**config.mk**
```make
export PLATFORM = sky130hd
export DESIGN_NAME = pmsa_core
export DESIGN_NICKNAME = d
export VERILOG_FILES = /design/src/logic/pmsa_pkg.sv /design/src/logic/pmsa_core.sv
export VERILOG_INCLUDE_DIRS = /design/src /design/src/logic
export SDC_FILE = /design/constraint.sdc
export NUM_CORES = 2
export LEC_CHECK = 0
export ABC_AREA = 1
export BUFFER_PORTS_ARGS = -buffer_cell sky130_fd_sc_hd__buf_2
export CAP_MARGIN = 20
export CELL_PAD_IN_SITES_DETAIL_PLACEMENT = 1
export CELL_PAD_IN_SITES_GLOBAL_PLACEMENT = 2
export CORE_UTILIZATION = 30
export CTS_CLUSTER_DIAMETER = 80
export DETAILED_ROUTE_END_ITERATION = 6
export HOLD_SLACK_MARGIN = 0.05
export MAX_ROUTING_LAYER = met4
export PLACE_DENSITY_LB_ADDON = 0.12
export SLEW_MARGIN = 20
export SYNTH_ARGS = -nofsm -noshare
export SYNTH_HDL_FRONTEND = slang
export SYNTH_SLANG_ARGS = --single-unit
```
**constraint.sdc**
```tcl
create_clock -name CLK -period 31.4 [get_ports CLK]
set_input_delay 3.14 -clock CLK [delete_from_list [all_inputs] [get_ports CLK]]
set_output_delay 3.14 -clock CLK [all_outputs]
set_load 0.02 [all_outputs]
```
**src/logic/pmsa_cfg.svh**
```systemverilog
// offsets, field positions, reset values and timing counts of the monitor core
`ifndef PMSA_CFG_SVH
`define PMSA_CFG_SVH
// register offsets
`define PMSA_OFS_CONFIG 3'h0
`define PMSA_OFS_SHUNT 3'h1
`define PMSA_OFS_BUS 3'h2
`define PMSA_OFS_POWER 3'h3
`define PMSA_OFS_CURRENT 3'h4
`define PMSA_OFS_CALIB 3'h5
`define PMSA_OFS_MASK 3'h6
`define PMSA_OFS_LIMIT 3'h7
// configuration fields
`define PMSA_CFG_MODE 2:0
`define PMSA_CFG_SHUNT_CT 5:3
`define PMSA_CFG_BUS_CT 8:6
`define PMSA_CFG_AVG 11:9
// alert mask and enable fields
`define PMSA_ME_FUNC 15:11
`define PMSA_ME_CONV_READY_ALERT_ENABLE 10
`define PMSA_ME_AFF 4
`define PMSA_ME_CONV_READY_FLAG 3
`define PMSA_ME_ALERT_POLARITY 1
`define PMSA_ME_LEN 0
// reset values
`define PMSA_RST_CONFIG 16'h4127
`define PMSA_RST_ZERO 16'h0000
// timing
`define PMSA_CLK_MHZ 20
`define PMSA_WAKE_US 40
`define PMSA_CT_US {14'd8244, 14'd4156, 14'd2116, 14'd1100, 14'd588, 14'd332, 14'd204, 14'd140}
// current and power scaling
`define PMSA_CUR_SHIFT 11
`define PMSA_POW_DIV 32'd20000
`endif

```
**src/logic/pmsa_pkg.sv**
```systemverilog
// types of the monitor core
package pmsa_pkg;
  typedef enum logic [4:0] {
    ST_IDLE = 5'b00001,
    ST_WAKE = 5'b00010,
    ST_SHUNT = 5'b00100,
    ST_BUS = 5'b01000,
    ST_ACC = 5'b10000
  } pmsa_state_type;
endpackage : pmsa_pkg

```
**src/logic/pmsa_core.sv**
```systemverilog
// sequencer, averaging, scaling and alert logic of the power monitor
//
// How it works
// mode 111 repeats measurement sequences with no further host action
// shunt converted first, bus second, then current and power; sums accumulated
// result registers load only when averaging completes, else hold
// a config write of mode 001/010/011 runs exactly one measurement set
// mode bits 0 and 1 select shunt only, bus only, or both
// registers stay accessible in power-down; active write exits after 40 us
// ready flag sets after conversions, averaging and multiplication finish
// ready flag clears on non-power-down config write or mask register read
// shunt and bus conversion times chosen separately, 140 us to 8.244 ms
// current is shunt scaled by calibration; zero while calibration is zero
// power is current times bus, computed in the background; zero uncalibrated
// with averaging above one, samples go to accumulators, not result registers
// enable bits pick one of five limit functions against the limit register
// highest enabled function bit alone drives the alert
// shunt compared to limit after every shunt conversion
// bus voltage compared to limit after every bus conversion
// power compared to limit after every bus conversion
// host reads ready flag bit 3 and function flag bit 4 for the source
// ready flag reaches the alert only when its alert enable is set
// polarity bit 1 of mask register sets the asserted alert level
// latched flag and alert hold until mask read or config write
// current equals shunt times calibration divided by 2048
// power equals current times bus divided by 20000
// averaging and enable encodings fixed in the core
`timescale 1ns/1ns
`include "pmsa_cfg.svh"
module pmsa_core #(
  parameter int TICKS_PER_US = `PMSA_CLK_MHZ
) (
  // clock and reset
  input wire logic CLK,
  input wire logic RST_N,
  // register port from the serial engine
  input wire logic [2:0] REG_ADDR,
  input wire logic REG_WR,
  input wire logic [15:0] REG_WDATA,
  input wire logic REG_RD,
  output logic [15:0] REG_RDATA,
  // converter samples and control
  input wire logic [15:0] SHUNT_SAMPLE,
  input wire logic [15:0] BUS_SAMPLE,
  output logic ANALOG_ON,
  // open-drain alert pin
  output logic ALERT_OUT,
  output logic ALERT_OE_N
);
  localparam logic [7:0][13:0] CT_US = `PMSA_CT_US;
  localparam int WAKE_CYC = `PMSA_WAKE_US * TICKS_PER_US;
  localparam logic [15:0] RST_CFG = `PMSA_RST_CONFIG;
  localparam logic [23:0] RST_CNT = 24'(CT_US[RST_CFG[`PMSA_CFG_SHUNT_CT]] * TICKS_PER_US) - 24'h000001;

  if (TICKS_PER_US < 1 || TICKS_PER_US > 100) begin : g_bad_ticks
    $error("TICKS_PER_US out of range");
  end

  pmsa_pkg::pmsa_state_type state_q;
  logic [23:0] cnt_q;
  logic [10:0] nsamp_q;
  logic pd_q;
  logic [15:0] cfg_q;
  logic [15:0] cal_q;
  logic [15:0] lim_q;
  logic [5:0] me_en_q;
  logic alert_polarity_q;
  logic len_q;
  logic conv_ready_flag_q;
  logic aff_q;
  logic [15:0] smp_sh_q;
  logic [15:0] smp_bu_q;
  logic signed [25:0] acc_sh_q;
  logic signed [25:0] acc_bu_q;
  logic signed [25:0] acc_cu_q;
  logic signed [25:0] acc_pw_q;
  logic [15:0] shunt_q;
  logic [15:0] bus_q;
  logic [15:0] cur_q;
  logic [15:0] pow_q;
  logic [15:0] rdata_q;
  logic alert_oe_n_q;

  // register port decode
  logic cfg_wr;
  logic me_rd;
  logic new_active;
  assign cfg_wr = REG_WR && (REG_ADDR == `PMSA_OFS_CONFIG);
  assign me_rd = REG_RD && (REG_ADDR == `PMSA_OFS_MASK);
  assign new_active = REG_WDATA[1:0] != 2'b00;

  // sequencer events
  logic cnt_zero;
  logic shunt_end;
  logic bus_end;
  logic acc_step;
  logic last_smp;
  assign cnt_zero = cnt_q == 24'h000000;
  assign shunt_end = (state_q == pmsa_pkg::ST_SHUNT) && cnt_zero;
  assign bus_end = (state_q == pmsa_pkg::ST_BUS) && cnt_zero;
  assign acc_step = (state_q == pmsa_pkg::ST_ACC) && !cfg_wr;

  // averaging count and shift from config
  logic [3:0] avg_shift;
  always_comb begin
    unique case (cfg_q[`PMSA_CFG_AVG])
      3'h0: avg_shift = 4'h0;
      3'h1: avg_shift = 4'h2;
      3'h2: avg_shift = 4'h4;
      3'h3: avg_shift = 4'h6;
      3'h4: avg_shift = 4'h7;
      3'h5: avg_shift = 4'h8;
      3'h6: avg_shift = 4'h9;
      3'h7: avg_shift = 4'hA;
    endcase
  end
  assign last_smp = ({5'h00, nsamp_q} + 16'h0001) == (16'h0001 << avg_shift);

  // conversion time in cycles for a code
  function automatic logic [23:0] ct_cyc(input logic [2:0] code);
    ct_cyc = 24'(CT_US[code] * TICKS_PER_US) - 24'h000001;
  endfunction : ct_cyc

  // first state of a sequence for a config value
  function automatic pmsa_pkg::pmsa_state_type first_st(input logic [15:0] c);
    first_st = c[0] ? pmsa_pkg::ST_SHUNT : pmsa_pkg::ST_BUS;
  endfunction : first_st

  function automatic logic [23:0] first_cnt(input logic [15:0] c);
    first_cnt = c[0] ? ct_cyc(c[`PMSA_CFG_SHUNT_CT]) : ct_cyc(c[`PMSA_CFG_BUS_CT]);
  endfunction : first_cnt

  // sequencer state and timer
  always_ff @(posedge CLK or negedge RST_N) begin
    if (!RST_N) begin
      state_q <= pmsa_pkg::ST_SHUNT;
      cnt_q <= RST_CNT;
      pd_q <= 1'b0;
    end else if (cfg_wr) begin
      if (!new_active) begin
        state_q <= pmsa_pkg::ST_IDLE;
        pd_q <= 1'b1;
      end else if (pd_q) begin
        state_q <= pmsa_pkg::ST_WAKE;
        cnt_q <= 24'(WAKE_CYC - 1);
        pd_q <= 1'b0;
      end else begin
        state_q <= first_st(REG_WDATA);
        cnt_q <= first_cnt(REG_WDATA);
      end
    end else begin
      unique case (state_q)
        pmsa_pkg::ST_IDLE: begin
          cnt_q <= 24'h000000;
        end
        pmsa_pkg::ST_WAKE: begin
          if (cnt_zero) begin
            state_q <= first_st(cfg_q);
            cnt_q <= first_cnt(cfg_q);
          end else begin
            cnt_q <= cnt_q - 24'h000001;
          end
        end
        pmsa_pkg::ST_SHUNT: begin
          if (!cnt_zero) begin
            cnt_q <= cnt_q - 24'h000001;
          end else if (cfg_q[1]) begin
            state_q <= pmsa_pkg::ST_BUS;
            cnt_q <= ct_cyc(cfg_q[`PMSA_CFG_BUS_CT]);
          end else begin
            state_q <= pmsa_pkg::ST_ACC;
          end
        end
        pmsa_pkg::ST_BUS: begin
          if (!cnt_zero) begin
            cnt_q <= cnt_q - 24'h000001;
          end else begin
            state_q <= pmsa_pkg::ST_ACC;
          end
        end
        pmsa_pkg::ST_ACC: begin
          if (!last_smp || cfg_q[2]) begin
            state_q <= first_st(cfg_q);
            cnt_q <= first_cnt(cfg_q);
          end else begin
            state_q <= pmsa_pkg::ST_IDLE;
          end
        end
      endcase
    end
  end

  // current and power of the latest sample
  logic signed [31:0] cur_prod;
  logic signed [15:0] cur_now;
  logic [15:0] bus_now;
  logic [15:0] cur_mag;
  logic [31:0] pow_prod;
  logic [15:0] pow_now;
  assign cur_prod = $signed(smp_sh_q) * $signed({1'b0, cal_q[14:0]});
  assign cur_now = 16'(cur_prod >>> `PMSA_CUR_SHIFT);
  assign bus_now = bus_end ? BUS_SAMPLE : smp_bu_q;
  assign cur_mag = cur_now[15] ? 16'(-cur_now) : cur_now;
  assign pow_prod = cur_mag * bus_now;
  assign pow_now = 16'(pow_prod / `PMSA_POW_DIV);

  // samples, accumulators and result registers
  always_ff @(posedge CLK or negedge RST_N) begin
    if (!RST_N) begin
      smp_sh_q <= `PMSA_RST_ZERO;
      smp_bu_q <= `PMSA_RST_ZERO;
      nsamp_q <= 11'h000;
      acc_sh_q <= 26'sh0000000;
      acc_bu_q <= 26'sh0000000;
      acc_cu_q <= 26'sh0000000;
      acc_pw_q <= 26'sh0000000;
      shunt_q <= `PMSA_RST_ZERO;
      bus_q <= `PMSA_RST_ZERO;
      cur_q <= `PMSA_RST_ZERO;
      pow_q <= `PMSA_RST_ZERO;
    end else begin
      if (shunt_end) begin
        smp_sh_q <= SHUNT_SAMPLE;
      end
      if (bus_end) begin
        smp_bu_q <= BUS_SAMPLE;
      end
      if (cfg_wr || (acc_step && last_smp)) begin
        nsamp_q <= 11'h000;
        acc_sh_q <= 26'sh0000000;
        acc_bu_q <= 26'sh0000000;
        acc_cu_q <= 26'sh0000000;
        acc_pw_q <= 26'sh0000000;
      end else if (acc_step) begin
        nsamp_q <= nsamp_q + 11'h001;
        acc_sh_q <= acc_sh_q + 26'($signed(smp_sh_q));
        acc_bu_q <= acc_bu_q + 26'($signed(smp_bu_q));
        acc_cu_q <= acc_cu_q + 26'(cur_now);
        acc_pw_q <= acc_pw_q + 26'($signed({1'b0, pow_now}));
      end
      if (acc_step && last_smp) begin
        shunt_q <= 16'((acc_sh_q + 26'($signed(smp_sh_q))) >>> avg_shift);
        bus_q <= 16'((acc_bu_q + 26'($signed(smp_bu_q))) >>> avg_shift);
        cur_q <= 16'((acc_cu_q + 26'(cur_now)) >>> avg_shift);
        pow_q <= 16'((acc_pw_q + 26'($signed({1'b0, pow_now}))) >>> avg_shift);
      end
    end
  end

  // writable registers
  always_ff @(posedge CLK or negedge RST_N) begin
    if (!RST_N) begin
      cfg_q <= `PMSA_RST_CONFIG;
      cal_q <= `PMSA_RST_ZERO;
      lim_q <= `PMSA_RST_ZERO;
      me_en_q <= 6'h00;
      alert_polarity_q <= 1'b0;
      len_q <= 1'b0;
    end else if (REG_WR) begin
      unique case (REG_ADDR)
        `PMSA_OFS_CONFIG: cfg_q <= REG_WDATA;
        `PMSA_OFS_CALIB: cal_q <= {1'b0, REG_WDATA[14:0]};
        `PMSA_OFS_LIMIT: lim_q <= REG_WDATA;
        `PMSA_OFS_MASK: begin
          me_en_q <= REG_WDATA[15:10];
          alert_polarity_q <= REG_WDATA[`PMSA_ME_ALERT_POLARITY];
          len_q <= REG_WDATA[`PMSA_ME_LEN];
        end
        default: begin
        end
      endcase
    end
  end

  // limit comparison for the selected function
  logic hit_ev;
  logic hit;
  always_comb begin
    hit_ev = 1'b0;
    hit = 1'b0;
    if (me_en_q[5]) begin
      hit_ev = shunt_end;
      hit = $signed(SHUNT_SAMPLE) > $signed(lim_q);
    end else if (me_en_q[4]) begin
      hit_ev = shunt_end;
      hit = $signed(SHUNT_SAMPLE) < $signed(lim_q);
    end else if (me_en_q[3]) begin
      hit_ev = bus_end;
      hit = BUS_SAMPLE > lim_q;
    end else if (me_en_q[2]) begin
      hit_ev = bus_end;
      hit = BUS_SAMPLE < lim_q;
    end else if (me_en_q[1]) begin
      hit_ev = bus_end;
      hit = pow_now > lim_q;
    end
  end

  // ready and function flags; a set wins over a clear
  always_ff @(posedge CLK or negedge RST_N) begin
    if (!RST_N) begin
      conv_ready_flag_q <= 1'b0;
      aff_q <= 1'b0;
    end else begin
      if (acc_step && last_smp) begin
        conv_ready_flag_q <= 1'b1;
      end else if ((cfg_wr && new_active) || me_rd) begin
        conv_ready_flag_q <= 1'b0;
      end
      if (hit_ev && hit) begin
        aff_q <= 1'b1;
      end else if (hit_ev && !len_q) begin
        aff_q <= 1'b0;
      end else if (len_q && (cfg_wr || me_rd)) begin
        aff_q <= 1'b0;
      end else if (!len_q && me_en_q[5:1] == 5'h00) begin
        aff_q <= 1'b0;
      end
    end
  end

  // alert pin: asserted level set by polarity
  logic alert_act;
  assign alert_act = aff_q || (me_en_q[0] && conv_ready_flag_q);
  always_ff @(posedge CLK or negedge RST_N) begin
    if (!RST_N) begin
      alert_oe_n_q <= 1'b1;
    end else begin
      alert_oe_n_q <= !(alert_act ^ alert_polarity_q);
    end
  end

  // read data
  always_ff @(posedge CLK or negedge RST_N) begin
    if (!RST_N) begin
      rdata_q <= `PMSA_RST_ZERO;
    end else if (REG_RD) begin
      unique case (REG_ADDR)
        `PMSA_OFS_CONFIG: rdata_q <= cfg_q;
        `PMSA_OFS_SHUNT: rdata_q <= shunt_q;
        `PMSA_OFS_BUS: rdata_q <= bus_q;
        `PMSA_OFS_POWER: rdata_q <= pow_q;
        `PMSA_OFS_CURRENT: rdata_q <= cur_q;
        `PMSA_OFS_CALIB: rdata_q <= cal_q;
        `PMSA_OFS_MASK: rdata_q <= {me_en_q, 5'h00, aff_q, conv_ready_flag_q, 1'b0, alert_polarity_q, len_q};
        `PMSA_OFS_LIMIT: rdata_q <= lim_q;
      endcase
    end
  end

  // analog enable follows power-down state
  logic analog_on_q;
  always_ff @(posedge CLK or negedge RST_N) begin
    if (!RST_N) begin
      analog_on_q <= 1'b0;
    end else begin
      analog_on_q <= !pd_q;
    end
  end

  assign REG_RDATA = rdata_q;
  assign ALERT_OE_N = alert_oe_n_q;
  assign ALERT_OUT = 1'b0;
  assign ANALOG_ON = analog_on_q;
endmodule : pmsa_core

```
==> metrics.md <==
| Metric | Value |
|---|---|
| Number of synthesized flops with an enable pin | 0 |
| Die width | ~400 µm |
| Num CTS Buffers | 43 |
| Top FF cell, synth | dfrtp_1 |
| Initial antenna violation count | 13 |
| Post-synth cell types | between 70 and 80 |
| Synthesized instance count | a little under 7000 |
| Final slew viol count | 0 |
| Core area | approximately 0.16 mm² |
| GRT Util Overall | roughly 24% |
| Outcome | complete, no violations |
| Placer Congestion | around 0.9 |
| Final ANT Viol Nets | 0 |
| Clock Latency Late Sink | roughly 0.61 ns |
| Crit path arrival time | 29.66 ns |
| Worst-path clk slew | about 0.06 ns |
| Port bufs | 72 |
| RR Endpoint | pow_q[12] |
| Worst-case clock skew | 0.03281 ns |
| Clk root buf | clkbuf_16 |
| Synthesized area | 0.04852 mm² |
| CP delay by family, top | simple AND/OR/NAND/NOR gates |
| Syn Area/Cell | a little over 7 µm² |
| Largest net degree at the start of global routing | 95 |
| Reg-to-Reg Start | smp_sh_q[5] |
| Vias per Instance | around 4.9 |
| Crit path depth | ~200 |
| Count of final hold-check violations | 0 |
| Initial DRC count | ~2500 |
| End-of-flow core utilization | between 30% and 40% |
| Hold Path Class | flip-flop to flip-flop |
| Routed WL | approximately 190000 µm |
| Post-DP HPWL | between 150000 and 200000 µm |
| Seq/Total Area, Yosys | between 10% and 20% |
| Synthesis-to-layout area growth | 12.73% |
| Chip height | around 400 µm |
| Fmax | about 34 MHz |
| Max-cap violations | 0 |
| Crit path max fanout | 15 |
| Seq cells post-synth | 316 |
| Global-route wire length before repair | roughly 290000 µm |
| CP endpoint | pow_q[12] |
| Die area | roughly 0.16 mm² |
| Crit Path Class | flip-flop to flip-flop |
| Vias in the first global route | roughly 47000 |
| YS warnings | 0 |
| Sequential Area | 0.007943 mm² |
| Floorplan row count | 147 |
| H-tree depth | 2 |
| Depth of the most critical reg-to-reg path | ~200 |
| WP buf/inv | 37 |
| Final-stage net count | ~7800 |
| Number of fill cells | between 20000 and 25000 |
| Worst EP required | about 32 ns |
| Via Count | around 45000 |
| Worst hold slack | about 0.48 ns |
| Max incr delay on CP | 0.55 ns |
| Overflow after GRT | 0 |
| Post-route DRC | 0 |
| Max Buffers Root-to-Sink | 3 |
| Period utilization | between 90% and 100% |
| # setup viols final | 0 |
| CP Launch Type | flip-flop |
| Share of cells above drive strength 1 | around 14% |
| Initial core utilization | between 30 and 40% |
| Final critical-path required period | ~30 ns |
| Flop2flop setup slack | 2.17 ns |
| CTS tree | done |
| Crit. Startpoint | smp_sh_q[5] |
| Drt pass-1 iters | 5 |
| Multi-input logic area | ~0.035 mm² |
| Boundary Pins | 74 |
| Worst-margin pin slew | 1.037 ns |
| CTS hold repair buffers | 0 |
| Slowest CP cell | fa_1 |
| Drt wl/cell | approximately 21 µm |
| Max_slew headroom | 30.42% |
| Clock sink total | 316 |
| Ys async rst share | 100.0% |
| Crit end category | flip-flop |
state kept, by name, indices dropped and copies added (netlist names), 5 cells and up:
signal / flops
acc_sh_q: 26
smp_sh_q: 16
cur_q: 16
me_en_q: 6
lim_q: 16
acc_bu_q: 26
shunt_q: 16
bus_q: 16
state_q: 5
cnt_q: 24
smp_bu_q: 16
acc_pw_q: 26
cfg_q: 16
pow_q: 16
cal_q: 15
nsamp_q: 11
acc_cu_q: 26
REG_RDATA: 16
cells in the mapped netlist (all sizes together), types with 19 or more instances:
library cell,instances,share of area [%]
nand2,1863,17
inv,1284,9.9
nor2,523,4.6
o21ai,512,5.4
fa,405,17
ha,378,9.7
nand3,321,3.8
dfrtp,297,15
a21oi,257,2.8
clkbuf,206,1.6
xor2,191,3.5
xnor2,61,1.1
nand4,49,0.68
o22ai,49,0.63
nor3,36,0.37
o221ai,35,0.63
a32o,32,0.66
a221oi,27,0.49
o21bai,27,0.44
clkinv,25,0.22
o211ai,25,0.39
buf,22,0.40
or2,21,0.27
dfstp,19,1.0
layer usage:
metal	track usage, %	wire length, µm	vias to the layer above
li1	-	-	21760
met1	32.87	91620	22330
met2	37.80	87540	666
met3	3.031	7412	183
met4	5.595	4686	0
met5	-	0	-
logic make-up after synthesis:
kind of cell	after synthesis	synth area share (%)
simple gates	2841	26.56
fa+ha+maj	783	26.46
compound gates	1101	13.67
buf+inv	1538	12.19
xor+xnor	252	4.619
flops	316	16.35
other cells	1	0.007729
mux	7	0.1444
how the worst min path moves through the flow:
stage / cells past startpoint / slack (ns) / start / to
finish: 2 / 0.48 / REG_RDATA[5] / REG_RDATA[5]
global route: 2 / 0.50 / cfg_q[15] / cfg_q[15]
CTS: 2 / 0.48 / REG_RDATA[5] / REG_RDATA[5]
detailed placement: 2 / 0.47 / shunt_q[2] / shunt_q[2]
global placement: 2 / 0.46 / shunt_q[11] / shunt_q[11]
floorplan: 1 / 0.43 / alert_polarity_q / ALERT_OE_N
tightest hold or removal path: cells and delay by family (launching register included):
family | cells | cell delay (ns)
flip-flops | 1 | 0.33
AO/OA/AOI/OAI | 1 | 0.06
AND/OR/NAND/NOR | 1 | 0.05
layout make-up:
| class | count | area share (%) |
|---|---|---|
| diodes | 6 | 0.02745 |
| clock buffers | 53 | 2.182 |
| clock inverters | 26 | 0.6360 |
| inverters | 1310 | 9.054 |
| multi-input cells | 4996 | 64.76 |
| flip-flops and latches | 316 | 14.52 |
| well taps | 2160 | 4.941 |
| repair buffers | 297 | 3.875 |
cell usage in the layout, fill, tap and decap left out, types with 45 or more instances in the layout:
master,Yosys,final
nand3_1,282,275
nand4_1,45,45
fa_1,405,405
xnor2_1,61,60
nor2_1,458,437
nand2_1,1606,1592
nand2_4,70,67
ha_1,378,374
inv_1,1243,1236
o21ai_0,479,466
nor2_2,47,55
nand2_2,185,192
dfrtp_1,297,288
a21oi_1,247,233
buf_4,2,214
inv_2,41,45
buf_2,0,72
xor2_1,188,183
o22ai_1,49,49
through the flow:
| stage | setup WS, ns | cell area [µm²] | TNS (ns) | instances |
|---|---|---|---|---|
| finish | 2.173 | 54700 | 0 | 9164 |
| floorplan | 4.078 | 48540 | 0 | 6846 |
| CTS | 0.08945 | 53640 | 0 | 9110 |
| global placement | 0.03100 | 52060 | 0 | 9030 |
| global route | -0.1490 | 54690 | -0.7451 | 9163 |
| detailed placement | -0.5897 | 52070 | -5.222 | 9031 |
what timing repair did:
action                                  4_1_cts  5_1_grt
endpoints found under the setup margin       17       35
buffers inserted                              0       43
cloned                                        0        5
gates resized for setup                       6      154
pin swaps                                     0       41
Power is left out: the tool's default activity adds up to more than one toggle a clock period on the data nets, which glitch-free logic cannot reach.
